`config.mk`:
```
export PLATFORM = sky130hd
export DESIGN_NAME = mbs_ascii_slave
export DESIGN_NICKNAME = d
export VERILOG_FILES = /design/src/core/mbs_pkg.sv /design/src/core/mbs_hex_codec.sv /design/src/core/mbs_ascii_slave.sv
export VERILOG_INCLUDE_DIRS = /design/src /design/src/core
export SDC_FILE = /design/constraint.sdc
export NUM_CORES = 1
export LEC_CHECK = 0
export ABC_AREA = 0
export BUFFER_PORTS_ARGS = -buffer_cell sky130_fd_sc_hd__clkbuf_2
export CAP_MARGIN = 40
export CORE_MARGIN = 2
export CORE_UTILIZATION = 40
export DETAILED_ROUTE_END_ITERATION = 10
export PLACE_DENSITY_LB_ADDON = 0.25
export SYNTH_ARGS = -nofsm -noshare
export SYNTH_HDL_FRONTEND = slang
export SYNTH_SLANG_ARGS = --single-unit
```
`constraint.sdc`:
```
create_clock -name core_clk -period 7.37 [get_ports core_clk]
set_input_delay 1.474 -clock core_clk [delete_from_list [all_inputs] [get_ports core_clk]]
set_output_delay 1.474 -clock core_clk [all_outputs]
set_load 0.05 [all_outputs]
```
`src/core/mbs_defs.svh`:
```
`ifndef MBS_DEFS_SVH
`define MBS_DEFS_SVH
// Summary of operation
// - slave only: answers one response per accepted request, never initiates
// - stay silent when the address byte differs from the configured unit
// - unit number 1 to 15, zero not allowed, default unit is one
// - writes accepted only in serial remote control mode, reads always
// - write response sent only after the write has fully finished
// - setpoint goes to nonvolatile store only when it differs from the current setpoint
// - after restart the setpoint resumes from the nonvolatile store
// - frame body bytes travel as two ASCII hex characters, high first
// - every frame starts with a colon
// - every frame ends with carriage return then line feed
// - no response without leading colon and trailing CR LF
// - a received colon discards buffered characters, but restarts assembly only in the HUNT, BODY and LFW states, not in EXEC, NVW or TX
// - read response byte count is twice registers, values high byte first
// - register internal_sensor_temperature returns discharge temperature in 0.01 degree units
// - entering remote mode halts control and locks panel setpoint changes
// - supported functions: 03h, 06h, 10h and 17h
// - LRC is two's complement of eight bit sum of body bytes
// - frames whose LRC does not check are dropped silently

`define MBS_CH_COLON    8'h3a
`define MBS_CH_CR       8'h0d
`define MBS_CH_LF       8'h0a
`define MBS_UNIT_ZERO   4'h0
`define MBS_UNIT_DEF    4'h1
`define MBS_FN_READ     8'h03
`define MBS_FN_WRITE1   8'h06
`define MBS_FN_WRITEN   8'h10
`define MBS_FN_RDWR     8'h17
`define MBS_REG_TEMP    16'h0040
`define MBS_REG_SETPT   16'h000b
`define MBS_SETPT_RST   16'h0000
`define MBS_HDR_LEN     8'h03
`define MBS_ECHO_LEN    8'h06
`define MBS_LEN_FIXED   8'h07
`define MBS_LEN_WRN     8'h08
`define MBS_LEN_RDWR    8'h0c
`define MBS_OFF_ADDR    2
`define MBS_OFF_QTY     4
`define MBS_OFF_BC      6
`define MBS_OFF_WADDR   6
`define MBS_OFF_WQTY    8
`define MBS_OFF_BC17    10
`define MBS_VOFF_W1     5'h04
`define MBS_VOFF_WN     5'h07
`define MBS_VOFF_RW     5'h0b
`define MBS_STEP_COLON  2'h0
`define MBS_STEP_BODY   2'h1
`define MBS_STEP_CR     2'h2
`define MBS_STEP_LF     2'h3
`endif

```
`src/core/mbs_pkg.sv`:
```
package mbs_pkg;
  typedef enum logic [2:0] {
    MBS_HUNT  = 3'h0,
    MBS_BODY  = 3'h1,
    MBS_LFW   = 3'h3,
    MBS_EXEC  = 3'h2,
    MBS_NVW   = 3'h6,
    MBS_TX    = 3'h7
  } mbs_state_t;
endpackage

```
`src/core/mbs_hex_codec.sv`:
```
`timescale 1ns/1ps
module mbs_hex_codec (
  input  wire logic [7:0] asciiIn,
  output logic      [3:0] nibbleOut,
  output logic            isHex,
  input  wire logic [3:0] nibbleIn,
  output logic      [7:0] asciiOut
);
  always_comb begin
    isHex     = 1'b1;
    nibbleOut = 4'h0;
    if (asciiIn >= 8'h30 && asciiIn <= 8'h39) begin
      nibbleOut = asciiIn[3:0];
    end else if ((asciiIn >= 8'h41 && asciiIn <= 8'h46) ||
                 (asciiIn >= 8'h61 && asciiIn <= 8'h66)) begin
      nibbleOut = asciiIn[3:0] + 4'h9;
    end else begin
      isHex = 1'b0;
    end
  end

  // upper case on the way out, either case accepted on the way in
  always_comb begin
    if (nibbleIn < 4'ha) begin
      asciiOut = {4'h3, nibbleIn};
    end else begin
      asciiOut = {4'h4, nibbleIn - 4'h9};
    end
  end
endmodule

```
`src/core/mbs_ascii_slave.sv`:
```
`timescale 1ns/1ps
`include "mbs_defs.svh"
module mbs_ascii_slave #(
  parameter int DEPTH    = 32,
  parameter int MAX_READ = 8
) (
  input  wire logic               core_clk,
  input  wire logic               reset,
  input  wire logic [7:0]         rxData,
  input  wire logic               rxValid,
  output logic      [7:0]         txData,
  output logic                    txValid,
  input  wire logic               txReady,
  input  wire logic [3:0]         unitNumber,
  input  wire logic               serialRemoteMode,
  input  wire logic [15:0]        sensorTemp,
  input  wire logic               panelSetValid,
  input  wire logic [15:0]        panelSetData,
  input  wire logic [15:0]        nvStoredSetpoint,
  output logic                    nvWriteStrobe,
  output logic      [15:0]        nvWriteData,
  input  wire logic               nvDone,
  output logic      [15:0]        setpoint,
  output logic                    controlHalt,
  output logic                    panelLock,
  output mbs_pkg::mbs_state_t     frontState
);
  import mbs_pkg::*;
  localparam int IW = $clog2(DEPTH);

  mbs_state_t  state_r;
  logic [7:0]  bufMem [DEPTH];
  logic [7:0]  rxCount_r;
  logic        rxHalf_r;
  logic [3:0]  rxHi_r;
  logic [7:0]  rxSum_r;
  logic [15:0] setpoint_r;
  logic        loadPending_r;
  logic        remotePrev_r;
  logic [1:0]  txStep_r;
  logic [7:0]  txIdx_r;
  logic        txLo_r;
  logic [7:0]  txLrc_r;
  logic [7:0]  txData_r;
  logic        txValid_r;
  logic        nvStrobe_r;

  logic [3:0]  rxNib;
  logic        rxIsHex;
  logic [3:0]  txNib;
  logic [7:0]  txAscii;

  mbs_hex_codec codec (
    .asciiIn   (rxData),
    .nibbleOut (rxNib),
    .isHex     (rxIsHex),
    .nibbleIn  (txNib),
    .asciiOut  (txAscii)
  );

  // ----------------------------------------------------------------
  // frame decode
  // ----------------------------------------------------------------
  logic [3:0]  effUnit;
  logic [7:0]  fn;
  logic [15:0] a1, q1, wAddr, wQty, diff, newVal;
  logic [IW-1:0] vOff, vIdx;
  logic        unitOk, lenOk, isWrite, writeHit, frameOk, rxColon;
  logic [7:0]  respLen;
  logic        isEcho;

  // unit zero cannot be configured, fall back to the default unit
  assign effUnit = (unitNumber == `MBS_UNIT_ZERO) ? `MBS_UNIT_DEF : unitNumber;
  assign fn      = bufMem[1];
  assign a1      = {bufMem[`MBS_OFF_ADDR], bufMem[`MBS_OFF_ADDR+1]};
  assign q1      = {bufMem[`MBS_OFF_QTY], bufMem[`MBS_OFF_QTY+1]};
  assign unitOk  = bufMem[0] == {4'h0, effUnit};
  assign rxColon = rxValid && rxData == `MBS_CH_COLON;

  always_comb begin
    lenOk   = 1'b0;
    isWrite = 1'b1;
    wAddr   = a1;
    wQty    = 16'h0001;
    vOff    = `MBS_VOFF_W1;
    case (fn)
      `MBS_FN_READ: begin
        isWrite = 1'b0;
        wQty    = 16'h0000;
        lenOk   = rxCount_r == `MBS_LEN_FIXED && q1 != 16'h0 && q1 <= 16'(MAX_READ);
      end
      `MBS_FN_WRITE1: begin
        lenOk = rxCount_r == `MBS_LEN_FIXED;
      end
      `MBS_FN_WRITEN: begin
        wQty  = q1;
        vOff  = `MBS_VOFF_WN;
        lenOk = rxCount_r == `MBS_LEN_WRN + bufMem[`MBS_OFF_BC] &&
                {8'h00, bufMem[`MBS_OFF_BC]} == {q1[14:0], 1'b0} && q1 != 16'h0;
      end
      `MBS_FN_RDWR: begin
        wAddr = {bufMem[`MBS_OFF_WADDR], bufMem[`MBS_OFF_WADDR+1]};
        wQty  = {bufMem[`MBS_OFF_WQTY], bufMem[`MBS_OFF_WQTY+1]};
        vOff  = `MBS_VOFF_RW;
        lenOk = rxCount_r == `MBS_LEN_RDWR + bufMem[`MBS_OFF_BC17] &&
                {8'h00, bufMem[`MBS_OFF_BC17]} == {wQty[14:0], 1'b0} &&
                q1 != 16'h0 && q1 <= 16'(MAX_READ) && wQty != 16'h0;
      end
      default: begin
        isWrite = 1'b0;
        wQty    = 16'h0000;
      end
    endcase
  end

  assign diff     = `MBS_REG_SETPT - wAddr;
  assign writeHit = isWrite && diff < wQty;
  assign vIdx     = IW'(vOff + {diff[IW-2:0], 1'b0});
  assign newVal   = {bufMem[vIdx], bufMem[IW'(vIdx + 1'b1)]};
  // bad LRC, wrong unit, bad length or a locked write all end in silence
  assign frameOk  = rxSum_r == 8'h00 && unitOk && lenOk &&
                    (!isWrite || serialRemoteMode);
  assign isEcho   = fn == `MBS_FN_WRITE1 || fn == `MBS_FN_WRITEN;
  assign respLen  = isEcho ? `MBS_ECHO_LEN : `MBS_HDR_LEN + {q1[6:0], 1'b0};

  // ----------------------------------------------------------------
  // control state
  // ----------------------------------------------------------------
  logic txLoad;
  assign txLoad = state_r == MBS_TX && (!txValid_r || txReady);

  always_ff @(posedge core_clk or posedge reset) begin
    if (reset) begin
      state_r <= MBS_HUNT;
    end else begin
      case (state_r)
        MBS_HUNT: if (rxColon) state_r <= MBS_BODY;
        MBS_BODY: begin
          if (rxValid && !rxColon) begin
            if (rxData == `MBS_CH_CR) begin
              state_r <= rxHalf_r ? MBS_HUNT : MBS_LFW;
            end else if (!rxIsHex || (rxHalf_r && rxCount_r == 8'(DEPTH))) begin
              state_r <= MBS_HUNT;
            end
          end
        end
        MBS_LFW: begin
          if (rxValid) begin
            if (rxColon) state_r <= MBS_BODY;
            else if (rxData == `MBS_CH_LF) state_r <= MBS_EXEC;
            else state_r <= MBS_HUNT;
          end
        end
        MBS_EXEC: begin
          if (!frameOk) state_r <= MBS_HUNT;
          else if (writeHit && newVal != setpoint_r) state_r <= MBS_NVW;
          else state_r <= MBS_TX;
        end
        MBS_NVW: if (nvDone) state_r <= MBS_TX;
        MBS_TX: if (txLoad && txStep_r == `MBS_STEP_LF) state_r <= MBS_HUNT;
        default: state_r <= MBS_HUNT;
      endcase
    end
  end

  // ----------------------------------------------------------------
  // receive assembly
  // ----------------------------------------------------------------
  always_ff @(posedge core_clk) begin
    if (rxColon) begin
      rxCount_r <= 8'h00;
      rxSum_r   <= 8'h00;
      rxHalf_r  <= 1'b0;
    end else if (state_r == MBS_BODY && rxValid && rxIsHex) begin
      rxHalf_r <= !rxHalf_r;
      if (!rxHalf_r) begin
        rxHi_r <= rxNib;
      end else if (rxCount_r != 8'(DEPTH)) begin
        bufMem[rxCount_r[IW-1:0]] <= {rxHi_r, rxNib};
        rxCount_r <= rxCount_r + 8'h01;
        rxSum_r   <= rxSum_r + {rxHi_r, rxNib};
      end
    end
  end

  // ----------------------------------------------------------------
  // setpoint and nonvolatile store
  // ----------------------------------------------------------------
  logic nvCommit;
  assign nvCommit = state_r == MBS_EXEC && frameOk && writeHit && newVal != setpoint_r;

  always_ff @(posedge core_clk or posedge reset) begin
    if (reset) begin
      setpoint_r    <= `MBS_SETPT_RST;
      loadPending_r <= 1'b1;
      nvStrobe_r    <= 1'b0;
      nvWriteData   <= `MBS_SETPT_RST;
    end else begin
      nvStrobe_r <= nvCommit;
      if (loadPending_r) begin
        setpoint_r    <= nvStoredSetpoint;
        loadPending_r <= 1'b0;
      end else if (nvCommit) begin
        setpoint_r  <= newVal;
        nvWriteData <= newVal;
      end else if (panelSetValid && !serialRemoteMode) begin
        setpoint_r <= panelSetData;
      end
    end
  end

  always_ff @(posedge core_clk or posedge reset) begin
    if (reset) begin
      remotePrev_r <= 1'b0;
      controlHalt  <= 1'b0;
    end else begin
      remotePrev_r <= serialRemoteMode;
      controlHalt  <= serialRemoteMode && !remotePrev_r;
    end
  end

  // ----------------------------------------------------------------
  // response transmit
  // ----------------------------------------------------------------
  function automatic logic [15:0] regRead(input logic [15:0] addr);
    if (addr == `MBS_REG_TEMP) return sensorTemp;
    if (addr == `MBS_REG_SETPT) return setpoint_r;
    return 16'h0000;
  endfunction

  logic [7:0]  sub;
  logic [15:0] rdWord;
  logic [7:0]  curByte;
  logic [7:0]  nextChar;
  assign sub    = txIdx_r - `MBS_HDR_LEN;
  assign rdWord = regRead(a1 + {9'h000, sub[7:1]});

  always_comb begin
    if (txIdx_r == respLen) curByte = ~txLrc_r + 8'h01;
    else if (isEcho || txIdx_r < 8'h02) curByte = bufMem[txIdx_r[IW-1:0]];
    else if (txIdx_r == 8'h02) curByte = {q1[6:0], 1'b0};
    else curByte = sub[0] ? rdWord[7:0] : rdWord[15:8];
  end

  assign txNib = txLo_r ? curByte[3:0] : curByte[7:4];

  always_comb begin
    case (txStep_r)
      `MBS_STEP_COLON: nextChar = `MBS_CH_COLON;
      `MBS_STEP_BODY:  nextChar = txAscii;
      `MBS_STEP_CR:    nextChar = `MBS_CH_CR;
      default:         nextChar = `MBS_CH_LF;
    endcase
  end

  always_ff @(posedge core_clk or posedge reset) begin
    if (reset) begin
      txStep_r  <= `MBS_STEP_COLON;
      txIdx_r   <= 8'h00;
      txLo_r    <= 1'b0;
      txLrc_r   <= 8'h00;
      txData_r  <= 8'h00;
      txValid_r <= 1'b0;
    end else begin
      if (txValid_r && txReady) txValid_r <= 1'b0;
      if (state_r != MBS_TX) begin
        txStep_r <= `MBS_STEP_COLON;
        txIdx_r  <= 8'h00;
        txLo_r   <= 1'b0;
        txLrc_r  <= 8'h00;
      end else if (txLoad) begin
        txData_r  <= nextChar;
        txValid_r <= 1'b1;
        if (txStep_r == `MBS_STEP_BODY) begin
          txLo_r <= !txLo_r;
          if (txLo_r) begin
            txLrc_r <= txLrc_r + curByte;
            if (txIdx_r == respLen) txStep_r <= `MBS_STEP_CR;
            else txIdx_r <= txIdx_r + 8'h01;
          end
        end else begin
          txStep_r <= txStep_r + 2'h1;
        end
      end
    end
  end

  assign txData        = txData_r;
  assign txValid       = txValid_r;
  assign nvWriteStrobe = nvStrobe_r;
  assign setpoint      = setpoint_r;
  assign panelLock     = serialRemoteMode;
  assign frontState    = state_r;
endmodule

```
==> impl_results.md, run 1 <==
* Status: finished clean
* Max-Cap Viols at 0
* Commonest non-fill, non-tap cell in the layout: nand2_1
* Reg area at ~9800 um^2
* Final Non-Filler Cells at ~3100
* Largest cells by area after synthesis: edfxtp_1 33%, mux4_2 11%, dfrtp_1 6.8%, mux2i_1 6.5%, nand2_1 5.1%
* Layout Utilization at 45.5%
* Die area at 60700 um^2
* Htree depth at 2
* Crit-path max FO at 134
* Yosys top cell area share at 33.2%
* GRT Total Usage at 30.1%
* Max Root-Sink Buffers at 3
* Sequential area share after synthesis at roughly two fifths
* # fillers at 5359
* First-pass detailed-route iteration total at 6
* Clk_lat worst skew at 0.58 ns
* Largest net degree at the start of global routing at 135
* Relative slew slack at 32.2%
* Setup violators final at 0
* Max Freq at 0.146 GHz
* First-pass GRT wire length at 133 mm
* Die height at between 200 and 250 um
* Post-synthesis cell area at 23500 um^2
* Yosys reg bits at 342
* CP endpoint kind: flip-flop
* Worst-path clk slew at ~0.070 ns
* Hold WC Path Type: flip-flop to flip-flop
* Ports at between 100 and 150
* Post-route design area at 26400 um^2
* Clock sinks at 342
* CTS-repair resized insts at 0
* Routed wire length at 92.4 mm
* DR vias/cell at 6.47
* Multi-input logic area at 12900 um^2
* Power, Total at between 4000 and 5000 uW
* Gpl congestion at between 0.9 and 1
* Max Clock Skew at 0.0197 ns
* TritonCTS Buffers at 39
* Slew Limit Fails at 0
* FP Rows at 88
* Residual DRC at 0
* Share of synthesized registers carrying an async set or reset at a little under a fifth
* Post-detail-place hpwl at 67.2 mm
* Most frequent cells in the layout: 320 x nand2_1, 260 x edfxtp_1, 176 x nor2_1
* Detail Route Antenna Nets at 0
* PwrDens at roughly 170 nW/um^2
* Initial antenna violation count at 6
* Yosys warns at 0
* Hold Buf Count CTS at 0
* Nature of the critical path startpoint: flip-flop
* Cell chosen for the clock root: clkbuf_16
* Placed insts at 3068
* Via count at 20300
* Post-CTS setup buffer count at 0
* Cell variety after synth at between 80 and 90
* Area leader, netlist: edfxtp_1
* Number of synthesized flops with an enable pin at 260
* Critical Path AT at 7.31 ns
* Leak at 0.00967 uW
* Slew @ Worst Pin at 1.00 ns
* Vias in the first global route at just under 20000
* Core ar. at 57900 um^2
* Mean post-synth cell area at 10.3 um^2
* Starting Density at 40.6%
* Post-place instance area at 25100 um^2
* Ys flop type: edfxtp_1
* Setup_tns at 0 ns
* Area Growth Syn to Fin at 12.3%
* Layout cell share with drive strength beyond 1 at about 18%
* Port buffer count at 112
* Initial DRC count at 2164
* Routed len/inst at 29.4 um
* RSZ-0062 raised after global routing: false
* Maximum VDD drop at roughly 0.16 mV
* Post-Syn Instances at around 2300
* Die Width at 246 um
* Nets@finish at 2476
* CTS tree: built
* Crit Path Category: flip-flop to flip-flop
* Final hold viol count at 0
* Total gr overflow at 0
* CP required at slightly below 8 ns
* Period utilisation layout at a little over 90%
* Minimum clock period at 6.85 ns
==> logic make-up (layout without fill, tap and decap cells) <==
kind of cell	after synthesis	in the layout	synth area share [%]
muxes	280	280	17.9
other	1	3	0.0160
buffers and inverters	230	329	3.93
DFF	342	342	41.6
xor gates and xnor gates	106	106	3.98
AOI/OAI and AO/OA	443	443	13.1
and+or+nand+nor	805	805	15.9
adders and majority gates	65	65	3.59
==> synth_stat cells (61+ instances only) <==
cell type / number
xnor2_1: 66
mux2i_1: 153
edfxtp_1: 260
o21ai_0: 71
nand3_1: 77
nor2_1: 176
clkbuf_1: 122
ha_1: 61
mux4_2: 111
a21oi_1: 85
nand2_1: 320
dfrtp_1: 64
==> worst max-delay path, stage by stage (launching register included) <==
cell and delay, ns:
edfxtp_1 0.53, buf_4 0.25, nor3_1 0.43, o211ai_4 0.13, inv_4 0.10, buf_12 0.55, ha_4 0.68, buf_4 0.51
mux2i_1 0.16, nand2_1 0.09, o311ai_0 0.12, nand3_1 0.19, o32ai_1 0.12, a211oi_1 0.56, buf_4 0.25, xnor2_1 0.17
o311ai_1 0.23, nor4_2 0.56, nand2_1 0.19, a311o_1 0.47, o221a_2 0.31
==> power by group <==
part	leakage (uW)	switching [uW]	internal (uW)
logic	0.00571	189	96.6
registers	0.00335	71.3	2090
clock network	0.000608	838	1100
total	0.00967	1100	3290
==> stage by stage <==
step	hold slack (ns)	setup WS [ns]
2_1_floorplan	0.378	0.594
3_3_place_gp	0.380	0.885
3_5_place_dp	0.387	0.702
4_1_cts	0.394	0.697
5_1_grt	0.408	0.247
6_report	0.394	0.518
==> final cells by class <==
type | instances | area share (%)
Timing Repair Buffer | 202 | 4.87
Multi-Input combinational cell | 1701 | 48.9
Clock inverter | 20 | 0.802
Antenna cell | 1 | 0.00949
Sequential cell | 342 | 37.1
Clock buffer | 49 | 3.88
Inverter | 58 | 0.835
Tap cell | 765 | 3.63
==> worst paths after layout <==
| path | start | end | slack [ns] | cells after the start |
|---|---|---|---|---|
| hold reg to reg | remotePrev_r | controlHalt | 0.39 | 1 |
| min in group asynchronous | reset | nvWriteData[4] | 1.12 | 3 |
| setup / recovery | bufMem[1][0] | setpoint[14] | 0.52 | 20 |
| max in group asynchronous | reset | txIdx_r[0] | 5.58 | 3 |
| setup reg to reg | bufMem[1][0] | setpoint[14] | 0.52 | 20 |
| hold / removal | remotePrev_r | controlHalt | 0.39 | 1 |
==> sequential cells by signal (all words and copies together) (netlist names), 4 cells and up <==
| name | cells |
|---|---|
| bufMem | 256 |
| setpoint | 16 |
| txLrc_r | 8 |
| rxSum_r | 8 |
| txData | 6 |
| nvWriteData | 16 |
| rxCount_r | 8 |
| rxHi_r | 4 |
| txIdx_r | 8 |
==> metal layers <==
metal | GRT usage (%) | vias up | wire (um)
li1 | - | 8723 | -
met1 | 38.8 | 9975 | 36000
met2 | 45.2 | 1339 | 39900
met3 | 10.4 | 257 | 11500
met4 | 14.7 | 6 | 4970
met5 | 0 | - | 41
No activity file was read; power rests on OpenSTA's default activity.
==> run 2: changes to the inputs <==
--- a/config.mk
+++ b/config.mk
@@ -12,6 +12,7 @@
 export CORE_MARGIN = 2
 export CORE_UTILIZATION = 40
 export DETAILED_ROUTE_END_ITERATION = 10
+export MAX_ROUTING_LAYER = met4
 export PLACE_DENSITY_LB_ADDON = 0.25
 export SYNTH_ARGS = -nofsm -noshare
 export SYNTH_HDL_FRONTEND = slang
==> impl_results.md, run 2 (synthesized netlist as in run 1, its figures left out) <==
* Via count at 20318
* First-pass detailed-route iteration total at 7
* Commonest non-fill, non-tap cell in the layout: nand2_1
* Ports at roughly 110
* Clock sinks at 342
* Hold slack at 0.392 ns
* CP endpoint kind: flip-flop
* Detail Route Antenna Nets at 0
* Cell chosen for the clock root: clkbuf_16
* Post-place instance area at ~25000 um^2
* Leak at 0.00975 uW
* Port buffer count at ~110
* Crit-path max FO at 28
* Setup violators final at 0
* Nets@finish at 2482
* Die area at ~61000 um^2
* Post-detail-place hpwl at around 67 mm
* Initial DRC count at between 2000 and 2500
* Area Growth Syn to Fin at 13.0%
* TritonCTS Buffers at 39
* Total gr overflow at 0
* Clk_lat worst skew at 0.59 ns
* Hold WC Path Type: flip-flop to flip-flop
* Routed wire length at 92.7 mm
* # fillers at 5414
* Minimum clock period at a little under 7 ns
* Reg-to-reg endpoint: setpoint[14]
* GRT Total Usage at between 30 and 40%
* Final hold viol count at 0
* Reg area at 9780 um^2
* Max-Cap Viols at 0
* Gpl congestion at 1.00
* Most frequent cells in the layout: 320 x nand2_1, 260 x edfxtp_1, 176 x nor2_1
* Starting Density at between 40% and 50%
* HP Start: remotePrev_r
* Max Freq at approximately 0.15 GHz
* PwrDens at 171 nW/um^2
* Nature of the critical path startpoint: flip-flop
* Slew Limit Fails at 0
* Post-route design area at between 20000 and 30000 um^2
* Hold Buf Count CTS at 0
* Post-CTS setup buffer count at 0
* Origin of the critical flop-to-flop path: bufMem[1][3]
* Maximum VDD drop at 0.148 mV
* Hold path endpoint: controlHalt
* Largest net degree at the start of global routing at 134
* First-pass GRT wire length at approximately 130 mm
* Setup_tns at 0 ns
* CTS-repair resized insts at 0
* CP required at 7.83 ns
* RSZ-0062 raised after global routing: false
* Htree depth at 2
* Max Root-Sink Buffers at 3
* CTS tree: built
* Status: finished clean
* Crit Path Category: flip-flop to flip-flop
* Period utilisation layout at 91.6%
* Largest register FFs at 256
* Layout cell share with drive strength beyond 1 at 18.2%
* Relative slew slack at 36.2%
* Worst-path clk slew at 0.06 ns
* Multi-input logic area at 12900 um^2
* Die Width at between 200 and 250 um
* Core ar. at 57900 um^2
* Reg2reg setup slack at between 0.6 and 0.7 ns
* Hold depth at 1
* Initial antenna violation count at 3
* FP Rows at 88
* Critical Path AT at 7.21 ns
* Residual DRC at 0
* Routed len/inst at 29.5 um
* Worst Reg-to-Reg Cells at 18
* Slew @ Worst Pin at ~0.95 ns
* Die height at 246 um
* Vias in the first global route at around 20000
* DR vias/cell at around 6.5
* Max Clock Skew at 0.0222 ns
* Power, Total at about 4500 uW
[run 2: area by class of cell]
type	instances	area share, %
Antenna cell	2	0.0188
Clock buffer	53	4.19
Clock inverter	18	0.886
Inverter	58	0.829
Multi-Input combinational cell	1701	48.6
Sequential cell	342	36.8
Tap cell	765	3.60
Timing Repair Buffer	208	5.06
[run 2: worst max-delay path, cell delays in order, from the launching register on]
cell and delay (ns):
edfxtp_1 0.47, or4_1 0.75, nor2_1 0.18, buf_4 0.19, mux2i_1 0.48, fa_2 0.64, xnor2_2 0.72, buf_4 0.44
nand2_1 0.08, and3_1 0.16, a31oi_1 0.26, mux4_2 0.28, mux2i_1 0.18, xor2_1 0.20, o2111ai_1 0.19, nor4_4 0.44
nand2_1 0.16, a311o_1 0.46, o221a_2 0.31
[run 2: worst max path at each step]
stage                   endpoint         start  depth (start not counted)
finish              setpoint[14]  bufMem[1][3]                         18
CTS                 setpoint[14]  bufMem[1][3]                         17
detailed placement  setpoint[14]  bufMem[1][3]                         17
global placement    setpoint[14]  bufMem[1][3]                         18
floorplan             txLrc_r[7]    txIdx_r[0]                         30
global route        setpoint[14]  bufMem[1][3]                         18
[run 2: metrics by stage]
| step | util [%] | instances | worst slack [ns] |
|---|---|---|---|
| after floorplan | - | 2273 | 0.594 |
| final | 45.8 | 3147 | 0.620 |
| after detailed placement | 43.5 | 3074 | 0.759 |
| after CTS | 45.8 | 3145 | 0.748 |
| after global routing | 45.8 | 3147 | 0.335 |
| after global placement | 43.3 | 3063 | 0.900 |
[run 2: power breakdown]
part / switching [uW] / internal (uW) / total [uW]
Combinational: 191 / 96.9 / 288
Clock: 840 / 1240 / 2080
Sequential: 69.1 / 2090 / 2160
[run 2: routing by layer]
| metal | GRT usage [%] | up-vias | part of all wire (%) |
|---|---|---|---|
| met4 | 14.2 | 0 | 5.1 |
| met2 | 46.1 | 1312 | 44 |
| met3 | 8.51 | 268 | 12 |
| li1 | - | 8729 | - |
| met5 | - | - | 0 |
| met1 | 39.7 | 10009 | 39 |
